$ cat src/pkg/lfs_pkg.sv
// Constants, types and helpers shared by the link frame sequencing block.
// Assumes one character clock; characters arrive already decoded.
`default_nettype none
package lfs_pkg;
  // ----------------------------------------------------------------
  // Port states, modes and character kinds
  // ----------------------------------------------------------------
  typedef enum logic [1:0] {PS_DISABLED, PS_ENABLED, PS_READY, PS_CHECK} lfs_port_t;
  typedef enum logic [1:0] {MD_OFF, MD_PRIV, MD_NORM} lfs_mode_t;
  localparam logic [3:0] K_FLAG = 4'h0;
  localparam logic [3:0] K_ACK = 4'h1;
  localparam logic [3:0] K_RR = 4'h2;
  localparam logic [3:0] K_ABORT = 4'h3;
  localparam logic [3:0] K_NUL = 4'h4;
  localparam logic [3:0] K_SAT = 4'h5;
  localparam logic [3:0] K_USER = 4'h6;
  localparam logic [3:0] K_DIS = 4'h7;
  localparam logic [3:0] K_DATA = 4'h8;
  // ----------------------------------------------------------------
  // Control byte layout and encodings
  // ----------------------------------------------------------------
  localparam logic [1:0] FT_APP = 2'h0;
  localparam logic [1:0] FT_RSV = 2'h1;
  localparam logic [1:0] FT_PRIV = 2'h2;
  localparam logic [1:0] FT_CTL = 2'h3;
  localparam logic [1:0] RT_LINK = 2'h0;
  localparam logic [1:0] RT_TOTAL = 2'h1;
  localparam logic [1:0] RT_RSV = 2'h2;
  localparam logic [1:0] RT_ABS = 2'h3;
  localparam int EXTEND_BIT = 7;
  localparam logic [7:0] MIN_FRAME = 8'h06;
  localparam logic [7:0] LINK_RST_LEN = 8'h06;
  localparam logic [7:0] EXT_RST_LEN = 8'h07;
  localparam logic [7:0] CRC_LEN = 8'h04;
  localparam logic [3:0] IDLE_FLAGS = 4'ha;
  // ----------------------------------------------------------------
  // Recovery codes
  // ----------------------------------------------------------------
  localparam logic [2:0] E_NONE = 3'h0;
  localparam logic [2:0] E_PROTO = 3'h1;
  localparam logic [2:0] E_CRC = 3'h2;
  localparam logic [2:0] E_SEQ = 3'h3;
  localparam logic [2:0] E_REJ = 3'h4;
  // ----------------------------------------------------------------
  // Register map
  // ----------------------------------------------------------------
  localparam logic [3:0] A_CTRL = 4'h0;
  localparam logic [3:0] A_STAT = 4'h4;
  localparam logic [3:0] A_CNT = 4'h8;
  localparam logic [3:0] A_LAST = 4'hc;
  localparam int CT_STATE = 0;
  localparam int CT_MODE = 2;
  localparam int CT_EXT = 4;
  localparam int CT_POWER_ON_SELF_TEST = 5;
  localparam int ST_PROTO = 0;
  localparam int ST_CRC = 1;
  localparam int ST_SEQ = 2;
  localparam int ST_REJ = 3;
  localparam int ST_TXILL = 4;
  localparam int ST_CTLRX = 5;
  localparam int ST_W = 6;
  localparam logic [ST_W-1:0] STAT_RST = 6'h00;
  localparam logic [7:0] CNT_RST = 8'h00;

  function automatic logic [3:0] charKind(input logic special, input logic [7:0] ch);
    charKind = special ? {1'b0, ch[2:0]} : K_DATA;
  endfunction
endpackage
`default_nettype wire

$ cat src/pkg/lfs_seq_if.sv
// Carrier between the framer and one sequence counter.
// Assumes both ends share mclk.
`default_nettype none
interface lfs_seq_if;
  logic inc;
  logic clr;
  logic wide;
  logic [7:0] cnt;
  modport owner (input inc, input clr, input wide, output cnt);
  modport user (output inc, output clr, output wide, input cnt);
endinterface
`default_nettype wire
$ cat src/core/lfs_framer.sv
// Frame delimiting, control byte decoding and sequence counting for one port.
// Assumes decoded characters on the mclk domain and a Wishbone classic master.
//
// The implementer's own choices: the register addresses and the Wishbone slave port.
`default_nettype none
module lfs_framer (
  input wire logic mclk,
  input wire logic nrst,
  input wire logic cyc_i,
  input wire logic stb_i,
  input wire logic we_i,
  input wire logic [3:0] adr_i,
  input wire logic [3:0] sel_i,
  input wire logic [31:0] dat_i,
  output logic [31:0] dat_o,
  output logic ack_o,
  input wire logic rxStb,
  input wire logic rxSpecial,
  input wire logic [7:0] rxChar,
  input wire logic rxCrcGood,
  input wire logic txStb,
  input wire logic txSpecial,
  input wire logic [7:0] txChar,
  output logic [1:0] txFsn,
  output logic txCtlOk,
  output logic txPrivOk,
  output logic txAppOk,
  output logic erpReq,
  output logic [2:0] erpCode,
  output logic ackReq,
  output logic frameAccept,
  output logic frameDiscard,
  output logic fwdOk,
  output logic linkResetRx,
  output logic totalReset,
  output logic absoluteReset,
  output logic postReq
);
  // ----------------------------------------------------------------
  // Registers and sequence counters
  // ----------------------------------------------------------------
  lfs_pkg::lfs_port_t portState_r;
  lfs_pkg::lfs_mode_t mode_r;
  logic extDist_r, postEn_r;
  logic [lfs_pkg::ST_W-1:0] stat_r, statSet;
  logic [7:0] lastCtl_r;
  logic [2:0] lastErp_r;
  logic wbHit, wbWr;
  lfs_seq_if rxSeq();
  lfs_seq_if txSeq();

  lfs_seq_ctr rxCtr (.mclk(mclk), .nrst(nrst), .sq(rxSeq));
  lfs_seq_ctr txCtr (.mclk(mclk), .nrst(nrst), .sq(txSeq));

  assign wbHit = cyc_i && stb_i && !ack_o;
  assign wbWr = wbHit && we_i && sel_i[0];
  assign rxSeq.wide = extDist_r;
  assign txSeq.wide = extDist_r;
  assign rxSeq.clr = portState_r == lfs_pkg::PS_DISABLED;
  assign txSeq.clr = portState_r == lfs_pkg::PS_DISABLED;
  assign txFsn = txSeq.cnt[1:0];

  always_ff @(posedge mclk or negedge nrst) begin
    if (!nrst) begin
      ack_o <= 1'b0;
      dat_o <= 32'h0000_0000;
    end else begin
      ack_o <= wbHit;
      dat_o <= 32'h0000_0000;
      if (wbHit && !we_i) begin
        case (adr_i)
          lfs_pkg::A_CTRL: dat_o <= {26'h0, postEn_r, extDist_r, 2'(mode_r), 2'(portState_r)};
          lfs_pkg::A_STAT: dat_o <= {26'h0, stat_r};
          lfs_pkg::A_CNT: dat_o <= {16'h0, txSeq.cnt, rxSeq.cnt};
          lfs_pkg::A_LAST: dat_o <= {21'h0, lastErp_r, lastCtl_r};
          default: dat_o <= 32'h0000_0000;
        endcase
      end
    end
  end

  always_ff @(posedge mclk or negedge nrst) begin
    if (!nrst) begin
      portState_r <= lfs_pkg::PS_DISABLED;
      mode_r <= lfs_pkg::MD_OFF;
      extDist_r <= 1'b0;
      postEn_r <= 1'b0;
    end else if (wbWr && adr_i == lfs_pkg::A_CTRL) begin
      portState_r <= lfs_pkg::lfs_port_t'(dat_i[lfs_pkg::CT_STATE +: 2]);
      mode_r <= lfs_pkg::lfs_mode_t'(dat_i[lfs_pkg::CT_MODE +: 2]);
      extDist_r <= dat_i[lfs_pkg::CT_EXT];
      postEn_r <= dat_i[lfs_pkg::CT_POWER_ON_SELF_TEST];
    end
  end

  // A new event wins over a write-one-to-clear in the same cycle.
  always_ff @(posedge mclk or negedge nrst) begin
    if (!nrst) begin
      stat_r <= lfs_pkg::STAT_RST;
    end else if (wbWr && adr_i == lfs_pkg::A_STAT) begin
      stat_r <= (stat_r & ~dat_i[lfs_pkg::ST_W-1:0]) | statSet;
    end else begin
      stat_r <= stat_r | statSet;
    end
  end

  // ----------------------------------------------------------------
  // Receive character sequence checks
  // ----------------------------------------------------------------
  logic [3:0] rk, pendK_r;
  logic pendV_r, ackAdj_r, rrAdj_r, inReadyCheck;
  logic pairDone, firstOfPair, pairBad, repeatBad, abortBad, idleBad, viol;
  logic plainFlag, abortEnd, inFrame;
  logic [3:0] flagRun_r;
  logic [7:0] dataCnt_r;

  assign rk = lfs_pkg::charKind(rxSpecial, rxChar);
  assign inFrame = dataCnt_r != 8'h00;
  assign inReadyCheck = portState_r == lfs_pkg::PS_READY || portState_r == lfs_pkg::PS_CHECK;
  assign pairDone = pendV_r && ((pendK_r == lfs_pkg::K_ABORT) ? rk == lfs_pkg::K_FLAG : rk == pendK_r);
  assign firstOfPair = !pairDone && (rk == lfs_pkg::K_ACK || rk == lfs_pkg::K_RR || rk == lfs_pkg::K_ABORT);
  assign pairBad = pendV_r && !pairDone;
  assign repeatBad = pairDone && ((pendK_r == lfs_pkg::K_ACK && ackAdj_r)
                                  || (pendK_r == lfs_pkg::K_RR && rrAdj_r));
  assign abortBad = firstOfPair && rk == lfs_pkg::K_ABORT && !inFrame;
  assign idleBad = !inFrame && inReadyCheck && flagRun_r < lfs_pkg::IDLE_FLAGS
                   && (rk == lfs_pkg::K_SAT || rk == lfs_pkg::K_USER
                       || (firstOfPair && rk != lfs_pkg::K_ABORT));
  assign viol = rxStb && (pairBad || repeatBad || abortBad || idleBad);
  assign abortEnd = rxStb && pairDone && pendK_r == lfs_pkg::K_ABORT;
  assign plainFlag = rxStb && rk == lfs_pkg::K_FLAG && !abortEnd;

  always_ff @(posedge mclk or negedge nrst) begin
    if (!nrst) begin
      pendV_r <= 1'b0;
      pendK_r <= lfs_pkg::K_FLAG;
      ackAdj_r <= 1'b0;
      rrAdj_r <= 1'b0;
    end else if (rxStb) begin
      pendV_r <= firstOfPair;
      pendK_r <= rk;
      ackAdj_r <= pairDone && pendK_r == lfs_pkg::K_ACK;
      rrAdj_r <= pairDone && pendK_r == lfs_pkg::K_RR;
    end
  end

  // The run restarts outside Ready and Check so a freshly entered Ready sees a full idle window.
  always_ff @(posedge mclk or negedge nrst) begin
    if (!nrst) begin
      flagRun_r <= 4'h0;
    end else if (!inReadyCheck) begin
      flagRun_r <= 4'h0;
    end else if (rxStb && rk == lfs_pkg::K_DATA) begin
      flagRun_r <= 4'h0;
    end else if (plainFlag && flagRun_r < lfs_pkg::IDLE_FLAGS) begin
      flagRun_r <= 4'(flagRun_r + 4'h1);
    end
  end

  // ----------------------------------------------------------------
  // Receive frame tracking and evaluation
  // ----------------------------------------------------------------
  logic [7:0] ctl_r, postCnt_r;
  logic pathDone_r;
  logic frameEnd, isCtl, lenBad, seqBad, rejBad, short, ok;
  logic [2:0] code;

  assign frameEnd = plainFlag && inFrame;
  assign isCtl = ctl_r[3:2] == lfs_pkg::FT_CTL;
  assign short = dataCnt_r < lfs_pkg::MIN_FRAME;
  assign seqBad = !isCtl && ctl_r[1:0] != rxSeq.cnt[1:0];
  assign rejBad = ctl_r[7:4] != 4'h0 || ctl_r[3:2] == lfs_pkg::FT_RSV
                  || (isCtl && ctl_r[1:0] == lfs_pkg::RT_RSV);

  always_comb begin
    lenBad = 1'b0;
    if (isCtl) begin
      case (ctl_r[1:0])
        lfs_pkg::RT_LINK: lenBad = !(dataCnt_r == lfs_pkg::LINK_RST_LEN
                                     || (extDist_r && dataCnt_r == lfs_pkg::EXT_RST_LEN));
        lfs_pkg::RT_TOTAL, lfs_pkg::RT_ABS: lenBad = !pathDone_r || postCnt_r != lfs_pkg::CRC_LEN;
        default: lenBad = 1'b0;
      endcase
    end
  end

  always_comb begin
    if (short) begin
      code = lfs_pkg::E_PROTO;
    end else if (!rxCrcGood) begin
      code = lfs_pkg::E_CRC;
    end else if (lenBad) begin
      code = lfs_pkg::E_REJ;
    end else if (seqBad) begin
      code = lfs_pkg::E_SEQ;
    end else if (rejBad) begin
      code = lfs_pkg::E_REJ;
    end else begin
      code = lfs_pkg::E_NONE;
    end
  end
  assign ok = code == lfs_pkg::E_NONE;

  // NUL and the other fillers leave every counter untouched.
  always_ff @(posedge mclk or negedge nrst) begin
    if (!nrst) begin
      dataCnt_r <= 8'h00;
      ctl_r <= 8'h00;
      pathDone_r <= 1'b0;
      postCnt_r <= 8'h00;
    end else if (plainFlag || abortEnd) begin
      dataCnt_r <= 8'h00;
      pathDone_r <= 1'b0;
      postCnt_r <= 8'h00;
    end else if (rxStb && rk == lfs_pkg::K_DATA) begin
      if (dataCnt_r != 8'hff) begin
        dataCnt_r <= 8'(dataCnt_r + 8'h01);
      end
      if (!inFrame) begin
        ctl_r <= rxChar;
      end else if (pathDone_r) begin
        postCnt_r <= 8'(postCnt_r + 8'h01);
      end else if (!rxChar[lfs_pkg::EXTEND_BIT]) begin
        pathDone_r <= 1'b1;
      end
    end
  end

  assign rxSeq.inc = frameEnd && ok && !isCtl
                     && !(ctl_r[3:2] == lfs_pkg::FT_APP && mode_r == lfs_pkg::MD_PRIV);

  always_ff @(posedge mclk or negedge nrst) begin
    if (!nrst) begin
      erpReq <= 1'b0;
      erpCode <= lfs_pkg::E_NONE;
      ackReq <= 1'b0;
      frameAccept <= 1'b0;
      frameDiscard <= 1'b0;
      fwdOk <= 1'b0;
      linkResetRx <= 1'b0;
      totalReset <= 1'b0;
      absoluteReset <= 1'b0;
      postReq <= 1'b0;
    end else begin
      erpReq <= (viol && portState_r == lfs_pkg::PS_READY) || (frameEnd && !ok);
      erpCode <= (viol && portState_r == lfs_pkg::PS_READY) ? lfs_pkg::E_PROTO
                 : (frameEnd ? code : lfs_pkg::E_NONE);
      ackReq <= rxSeq.inc;
      frameAccept <= rxSeq.inc;
      frameDiscard <= frameEnd && ok && !isCtl && !rxSeq.inc;
      fwdOk <= frameEnd && (isCtl || !seqBad);
      linkResetRx <= frameEnd && ok && isCtl && ctl_r[1:0] == lfs_pkg::RT_LINK;
      totalReset <= frameEnd && ok && isCtl && (ctl_r[1:0] == lfs_pkg::RT_TOTAL
                                                || ctl_r[1:0] == lfs_pkg::RT_ABS);
      absoluteReset <= frameEnd && ok && isCtl && ctl_r[1:0] == lfs_pkg::RT_ABS;
      postReq <= frameEnd && ok && isCtl && ctl_r[1:0] == lfs_pkg::RT_ABS && postEn_r;
    end
  end

  always_ff @(posedge mclk or negedge nrst) begin
    if (!nrst) begin
      lastCtl_r <= 8'h00;
      lastErp_r <= lfs_pkg::E_NONE;
    end else if (frameEnd) begin
      lastCtl_r <= ctl_r;
      lastErp_r <= code;
    end
  end

  // ----------------------------------------------------------------
  // Transmit permissions and sequence tracking
  // ----------------------------------------------------------------
  logic [3:0] tk;
  logic [7:0] txCnt_r;
  logic [1:0] txType_r;
  logic txAbt_r, modeOk, txIll;

  assign tk = lfs_pkg::charKind(txSpecial, txChar);
  assign modeOk = mode_r == lfs_pkg::MD_PRIV || mode_r == lfs_pkg::MD_NORM;

  always_ff @(posedge mclk or negedge nrst) begin
    if (!nrst) begin
      txCtlOk <= 1'b0;
      txPrivOk <= 1'b0;
      txAppOk <= 1'b0;
    end else begin
      case (portState_r)
        lfs_pkg::PS_READY: begin
          txCtlOk <= modeOk;
          txPrivOk <= modeOk;
          txAppOk <= mode_r == lfs_pkg::MD_NORM;
        end
        lfs_pkg::PS_ENABLED, lfs_pkg::PS_CHECK: begin
          txCtlOk <= modeOk;
          txPrivOk <= 1'b0;
          txAppOk <= 1'b0;
        end
        default: begin
          txCtlOk <= 1'b0;
          txPrivOk <= 1'b0;
          txAppOk <= 1'b0;
        end
      endcase
    end
  end

  always_comb begin
    case (txChar[3:2])
      lfs_pkg::FT_CTL: txIll = !txCtlOk;
      lfs_pkg::FT_APP: txIll = !txAppOk;
      default: txIll = !txPrivOk;
    endcase
  end

  // A frame sent anyway outside its permission is flagged, not blocked on the line.
  always_ff @(posedge mclk or negedge nrst) begin
    if (!nrst) begin
      txCnt_r <= 8'h00;
      txType_r <= lfs_pkg::FT_APP;
      txAbt_r <= 1'b0;
    end else if (txStb && tk == lfs_pkg::K_FLAG) begin
      txCnt_r <= 8'h00;
      txAbt_r <= 1'b0;
    end else if (txStb && tk == lfs_pkg::K_ABORT) begin
      txAbt_r <= 1'b1;
    end else if (txStb && tk == lfs_pkg::K_DATA) begin
      if (txCnt_r == 8'h00) begin
        txType_r <= txChar[3:2];
      end
      if (txCnt_r != 8'hff) begin
        txCnt_r <= 8'(txCnt_r + 8'h01);
      end
    end
  end

  assign txSeq.inc = txStb && tk == lfs_pkg::K_FLAG && txCnt_r != 8'h00
                     && !txAbt_r && txType_r != lfs_pkg::FT_CTL;

  always_comb begin
    statSet = '0;
    statSet[lfs_pkg::ST_PROTO] = erpReq && erpCode == lfs_pkg::E_PROTO;
    statSet[lfs_pkg::ST_CRC] = erpReq && erpCode == lfs_pkg::E_CRC;
    statSet[lfs_pkg::ST_SEQ] = erpReq && erpCode == lfs_pkg::E_SEQ;
    statSet[lfs_pkg::ST_REJ] = erpReq && erpCode == lfs_pkg::E_REJ;
    statSet[lfs_pkg::ST_TXILL] = txStb && tk == lfs_pkg::K_DATA && txCnt_r == 8'h00 && txIll;
    statSet[lfs_pkg::ST_CTLRX] = linkResetRx || totalReset;
  end
endmodule
`default_nettype wire

$ cat src/core/lfs_seq_ctr.sv
// One frame sequence counter, two bits or eight with extended distance.
// Assumes the owner raises clr for as long as the port is disabled.
`default_nettype none
module lfs_seq_ctr (
  input wire logic mclk,
  input wire logic nrst,
  lfs_seq_if.owner sq
);
  always_ff @(posedge mclk or negedge nrst) begin
    if (!nrst) begin
      sq.cnt <= lfs_pkg::CNT_RST;
    end else if (sq.clr) begin
      sq.cnt <= lfs_pkg::CNT_RST;
    end else if (sq.inc) begin
      // Narrow mode keeps the upper bits at zero so a later widening starts clean.
      sq.cnt <= sq.wide ? 8'(sq.cnt + 8'h01) : {6'h00, 2'(sq.cnt[1:0] + 2'h1)};
    end
  end
endmodule
`default_nettype wire

$ cat config.mk
export PLATFORM = sky130hd
export DESIGN_NAME = lfs_framer
export DESIGN_NICKNAME = d
export VERILOG_FILES = /design/src/pkg/lfs_pkg.sv /design/src/pkg/lfs_seq_if.sv /design/src/core/lfs_framer.sv /design/src/core/lfs_seq_ctr.sv
export SDC_FILE = /design/constraint.sdc
export NUM_CORES = 1
export LEC_CHECK = 0
export BUFFER_PORTS_ARGS = -buffer_cell sky130_fd_sc_hd__buf_2
export CORE_ASPECT_RATIO = 2
export CORE_MARGIN = 2
export CORE_UTILIZATION = 30
export CTS_CLUSTER_SIZE = 12
export DETAILED_ROUTE_END_ITERATION = 10
export GPL_TIMING_DRIVEN = 0
export MAX_ROUTING_LAYER = met4
export PLACE_DENSITY = 0.58
export SETUP_SLACK_MARGIN = 0.5
export SLEW_MARGIN = 20
export SYNTH_ARGS = -nofsm -noshare
export SYNTH_HDL_FRONTEND = slang
export SYNTH_SLANG_ARGS = --single-unit
$ cat constraint.sdc
create_clock -name mclk -period 2.1 [get_ports mclk]
set_clock_uncertainty 0.1 [all_clocks]
set_input_delay 0.42 -clock mclk [delete_from_list [all_inputs] [get_ports mclk]]
set_output_delay 0.42 -clock mclk [all_outputs]
set_load 0.02 [all_outputs]
==> results of run 1 <==
-- layout by cell type (no fill, tap or decap), types with 6 or more instances in the layout --
cell       instances
a21oi_1           14
a21oi_2            9
a22oi_1           17
and2_1             6
and3_1             8
buf_2             61
buf_4             56
buf_6             27
clkbuf_16         20
clkbuf_8           7
clkinv_2           6
conb_1            16
dfrtp_1          103
dfrtp_2           14
ha_1               9
inv_1             22
mux2_4            15
nand2_1           38
nand2_2            7
nand2b_1           6
nand3_1           13
nand4_1           11
nor2_1            49
nor2_4             6
nor2b_1            7
nor4_4             6
o21ai_0           17
xnor2_1            6
xnor2_2            7
xor2_1            14
-- synth_stat cells, types with 4 or more instances --
cell type	n	share of area, %
a21oi_1	23	1.9
a22oi_1	18	2.3
a31oi_1	5	0.53
a41oi_1	4	0.59
and2_1	7	0.74
and3_1	11	1.2
buf_4	20	2.5
clkbuf_1	12	0.76
dfrtp_1	117	49
ha_1	14	2.9
inv_1	28	1.8
mux2_2	16	3.0
mux2i_1	4	0.67
nand2_1	46	2.9
nand2b_1	7	0.74
nand3_1	21	1.8
nand4_1	11	1.2
nor2_1	57	3.6
nor2b_1	7	0.74
nor3_1	10	0.84
nor3b_1	4	0.50
nor4_1	5	0.53
nor4b_1	5	0.74
o21ai_0	26	2.2
o2bb2ai_1	4	0.59
xnor2_1	13	1.9
xor2_1	14	2.1
-- worst min-delay path: stages --
cell	delay [ns]
buf_2	0.09
nand2_1	0.04
o21ai_0	0.05
-- layout make-up --
| class | instances | area, µm² | area share (%) |
|---|---|---|---|
| well taps | 259 | 324 | 3.66 |
| plain buffers | 36 | 392 | 4.42 |
| multi-input cells | 415 | 3560 | 40.2 |
| clock inverters | 10 | 106 | 1.20 |
| inverters | 28 | 108 | 1.21 |
| flip-flops and latches | 117 | 2950 | 33.2 |
| clock buffers | 20 | 467 | 5.27 |
| repair buffers | 127 | 953 | 10.8 |
-- per-stage QoR --
step | hold WS, ns | cells | setup TNS (ns)
final | 0.123 | 1012 | -1.30
after global routing | 0.137 | 1012 | -1.85
after CTS | 0.114 | 1001 | -1.69
after detailed placement | 0.294 | 919 | -4.87
after global placement | 0.349 | 918 | -123.03
after floorplan | 0.0244 | 595 | -0.126
-- final timing paths --
check,start,endpoint,slack (ns)
max in group asynchronous,nrst,portState_r[0],0.74
hold reg to reg,totalReset,stat_r[5],0.37
min in group asynchronous,nrst,txCnt_r[7],0.40
hold / removal,dat_i[5],postEn_r,0.12
setup reg to reg,ctl_r[4],rxCtr.sq.cnt[5],-0.23
setup / recovery,ctl_r[4],rxCtr.sq.cnt[5],-0.23
-- logic make-up after synthesis --
group / Yosys count
adders and majority gates: 14
other: 1
AOI/OAI and AO/OA: 116
muxes: 20
and+or+nand+nor: 221
xor gates and xnor gates: 27
DFF: 117
buffers and inverters: 64
-- sequential cells by signal (all words and copies together), names as in the netlist, 2 cells and up --
register	flops
erpCode	3
postCnt_r	8
txType_r	2
dat_o	16
dataCnt_r	8
lastCtl_r	8
rxCtr.sq.cnt	8
txCtr.sq.cnt	8
portState_r	2
pendK_r	4
txCnt_r	8
lastErp_r	3
flagRun_r	4
mode_r	2
stat_r	6
ctl_r	8
-- power breakdown --
group	internal (µW)	switching [µW]	leakage, µW	total, µW
clock	1810	1030	0.000287	2840
combinational	1370	1230	0.00224	2600
sequential	2620	476	0.00152	3090
-- metal layers --
layer,routed length (µm),vias to the layer above
met2,10200,112
met1,6050,2546
met3,379,44
li1,-,2377
met5,0,-
met4,756,0
-- timing repair --
item | in CTS | in global routing
hold buffers | 1 | 0
gates resized for setup | 131 | 44
endpoints found under the hold margin | 47 | 0
gates cloned | 1 | 0
pin swaps | 63 | 40
setup endpoints to repair | 105 | 101
buffers inserted | 50 | 11
==> flow_summary.ini, run 1 <==
[run_status]
status = finished with violations
violations = negative setup slack

[die]
initial_utilization_pct = 30.7
ios = 116
core_area_um2 = 19400
std_cell_rows = 72
die_x_um = 104
design.die.area_um2 = 21000
fp.dieH_um = 203

[sta]
setup_viol = 8
relSlewSlack_pct = 65.8
fin_ws_ns = -0.234
worst_pin_slew_ns = 0.514
period_share_pct = 111
period_needed_ns = 2.33
slew_violations = 0
rsz0062_at_grt = yes
max_freq_mhz = 428
hold_viol = 0

[synth]
synth.area.mux_share_pct = 3.70
synth-xor-area-share_pct = 3.97
syn_avg_cell_area_um2 = 10.3
synth_edf_count = 0
synth_seq_cells = 117
synthSimpleGateAreaFrac_pct = 20.6
synth_seq_area_share_pct = 49.2
synth_fa_ha_area_share_pct = 2.94
synth-async-reset-ratio_pct = 100
synth_cells = 580
synth-compound-area-share_pct = 13.7
synthFlopType = dfrtp_1
syn-cell-area_um2 = 5950
synth_top_family_by_area = simple AND/OR/NAND/NOR gates
yosysWarnings = 0
synth_cell_types = 69

[finish]
area_growth_pct = 48.9
layout.nets = 822
final_util_pct = 45.7
antenna_cells = 0
n_fill_cell = 1775
drive_gt1_share_pct = 45.2
final_area_um2 = 8860

[setup_path]
r2r_cells = 5
end_kind = flop
cp_num_buf_inv = 0
cp.depth = 5
cp_common_cell = or4_4
critPathKind = reg2reg
path_cells = or4_4, or4_4, nor4_4, a41oi_2, a311oi_2
max_stage_delay_ns = 0.58
crit_required_ns = 2.33
critPathArrivalTime_ns = 2.56
critPathSlowestCell = or4_4
cp_max_fo = 4
cp_top_family = simple AND/OR/NAND/NOR gates
cp-start-kind = flop

[flow_run]
maxCapViolCount = 0

[clock_tree]
clock_tree.root_cell = clkbuf_16
cts_htree_levels = 4
clk_latency_ns = 0.42
cts_tree = yes
clock_sinks = 117
cts_made_buffers = 17
clk_pin_slew_ns = 0.06
clockBufferDepth = 2

[hold_path]
whs_path_depth = 3
hold_class = in2reg

[grt]
overflow = 0
grtUsageMet2_pct = 33.7
grt_start_max_net_pins = 71
met1_usage_pct = 16.1
grt_pass1_vias = 5276
grt_pass1_wl_um = 27500
use_met3_pct = 2.46
gr-usage-all-layers_pct = 17.2
antenna_found_initial = 0
gr-max-usage-layer = met2

[detailed_routing]
drc = 0
wl_um = 17400
wl_per_cell_um = 17.2
avgViaCountPerCell = 5.02
drt_iter0_markers = 172
drt_first_pass_iters = 6
drt.antenna.violating_nets = 0
vias = 5079

[placed_design]
placed_cell_area_um2 = 7020
globalplace.congestion = 0.825
dp_slack_ns = -0.362
place_hpwl_um = 12100
portBuffers = 64

[pwr]
vdd_drop_max_uv = 618
pwr_density_cell_nw_per_um2 = 963
power_leakage_uw = 0.00405
total_power_uw = 8540
(Power assumes the default switching activity.)
==> run 2, diff against run 1 <==
--- a/config.mk
+++ b/config.mk
@@ -14,6 +14,7 @@
 export GPL_TIMING_DRIVEN = 0
 export MAX_ROUTING_LAYER = met4
 export PLACE_DENSITY = 0.58
+export RECOVER_POWER = 100
 export SETUP_SLACK_MARGIN = 0.5
 export SLEW_MARGIN = 20
 export SYNTH_ARGS = -nofsm -noshare
==> run 2 against run 1 <==
  * The flow still finishes with violations (negative setup slack)
  * Final cell count unchanged
  * Sequential share of layout area up 1.5 points
  * Power fell by 3.3%
  * First-iteration DRC count decreased by 19%
  * Register-to-register slack about the same
  * Sequential power about the same
  * Sequential cell count is the same
  * Worst setup slack got worse by 0.0026 ns
  * Worst hold slack better by 0.0041 ns
  * Core utilization decreased by 2.1 points
  * Critical path type unchanged
  * Largest power group unchanged
==> flow_summary.ini, run 2 (synthesis results as in run 1) <==
[finish]
layout.nets = 822
final_cell_mix = dfrtp_1, nor2_1, buf_4
n_fill_cell = 1849
antenna_cells = 0
final_util_pct = 43.6
drive_gt1_share_pct = 35.3
seqCellArea_um2 = 2940
multi_input_area_um2 = 3320
area_growth_pct = 42.1
largest_reg_flops = 16
top_register = dat_o
layout_commonest_cell = dfrtp_1

[sta]
rsz0062_at_grt = yes
hold_viol = 0
period_needed_ns = 2.34
fin_setup_tns_ns = -1.94
relSlewSlack_pct = 19.7
period_share_pct = 111
max_freq_mhz = 428
slew_violations = 0
worst_pin_slew_ns = 1.20
fin_ws_ns = -0.237
setup_viol = 23

[run_status]
status = finished with violations
violations = negative setup slack

[die]
fp.dieH_um = 203
std_cell_rows = 72
ios = 116
design.die.area_um2 = 21000
core_area_um2 = 19400
initial_utilization_pct = 30.7
die_x_um = 104

[clock_tree]
clk_latency_ns = 0.41
clock_tree.root_cell = clkbuf_16
clk_pin_slew_ns = 0.06
cts_tree = yes
clock_sinks = 117
cts_made_buffers = 17
clockBufferDepth = 2
cts_htree_levels = 4

[pwr]
p_sw_uw = 2610
comb_power_share_pct = 28.5
internal-power_uw = 5650
pwr_density_cell_nw_per_um2 = 977
clockPowerShare_pct = 34.3
sequentialPowerShare_pct = 37.2
p_sw_share_pct = 31.6
vdd_drop_max_uv = 603
power_leakage_uw = 0.00382

[detailed_routing]
drt_iter0_markers = 139
drc = 0
drt_first_pass_iters = 4
wl_um = 17300
vias = 5043
drt.antenna.violating_nets = 0
wl_per_cell_um = 17.1
avgViaCountPerCell = 4.98

[grt]
grt_pass1_vias = 5276
grt_pass1_wl_um = 27500
gr-usage-all-layers_pct = 17.2
grt_start_max_net_pins = 71
antenna_found_initial = 0
overflow = 0

[setup_path]
reg2reg_from = ctl_r[4]
cp-start-kind = flop
end_kind = flop
cp_max_fo = 4
regToRegSetupSlack_ns = -0.24
critPathKind = reg2reg
rr_endpoint = rxCtr.sq.cnt[5]
crit_required_ns = 2.32
r2r_cells = 5
critPathArrivalTime_ns = 2.56

[flow_run]
maxCapViolCount = 0

[hold_path]
hold_end = postEn_r
hold_class = in2reg
whs_path_depth = 3
hp-start = dat_i[5]

[placed_design]
globalplace.congestion = 0.825
portBuffers = 64
place_hpwl_um = 12100
[run 2: cell type report]
type	count	area share, %
repair buffers	127	9.62
clock buffers	20	5.52
flip-flops and latches	117	34.8
inverters	28	1.27
multi-input cells	415	39.3
well taps	259	3.83
clock inverters	10	1.26
plain buffers	36	4.46
[run 2: per-stage QoR]
step	setup slack [ns]	total power [µW]	instances	hold slack [ns]	area, µm²
2_1_floorplan	-0.0801	4140	595	0.0244	6340
3_3_place_gp	-1.03	4580	918	0.349	6990
3_5_place_dp	-0.362	4640	919	0.294	7020
4_1_cts	-0.298	8290	1001	0.114	8580
5_1_grt	-0.272	8630	1012	0.137	8450
6_report	-0.237	8260	1012	0.127	8450
[run 2: routing by layer]
layer | routed length [µm] | track usage [%]
met1 | 5960 | 16.1
met2 | 10300 | 33.7
met3 | 415 | 2.46
met4 | 611 | 8.64
met5 | 0 | -
[run 2: power by group through the flow]
stage               Combinational (µW)  Sequential (µW)  Clock [µW]
floorplan                         1220             2920           0
global placement                  1540             3040           0
detailed placement                1590             3050           0
CTS                               2360             3050        2890
global route                      2540             3120        2980
finish                            2350             3070        2830
[run 2: critical path: stages, from the launching register on]
cell	delay, ns
dfrtp_1	0.37
or4_4	0.57
or4_4	0.51
nor4_4	0.29
a41oi_2	0.17
a311oi_2	0.21
[run 2: worst max-delay path by stage]
stage / from / endpoint / slack [ns] / cells past startpoint
final: ctl_r[4] / rxCtr.sq.cnt[5] / -0.24 / 5
after global placement: nrst / fwdOk / -1.03 / 1
after global routing: ctl_r[4] / rxCtr.sq.cnt[5] / -0.27 / 5
after detailed placement: rxChar[0] / rxCtr.sq.cnt[7] / -0.36 / 6
after floorplan: ctl_r[5] / rxCtr.sq.cnt[5] / -0.08 / 5
after CTS: ctl_r[4] / rxCtr.sq.cnt[5] / -0.30 / 5
[run 2: what timing repair did]
item,4_1_cts,5_1_grt
buffers inserted,50,11
hold endpoints to repair,47,0
gates resized for setup,131,44
hold buffers,1,0
gates cloned,1,0
pin swaps,63,40
endpoints found under the setup margin,105,101
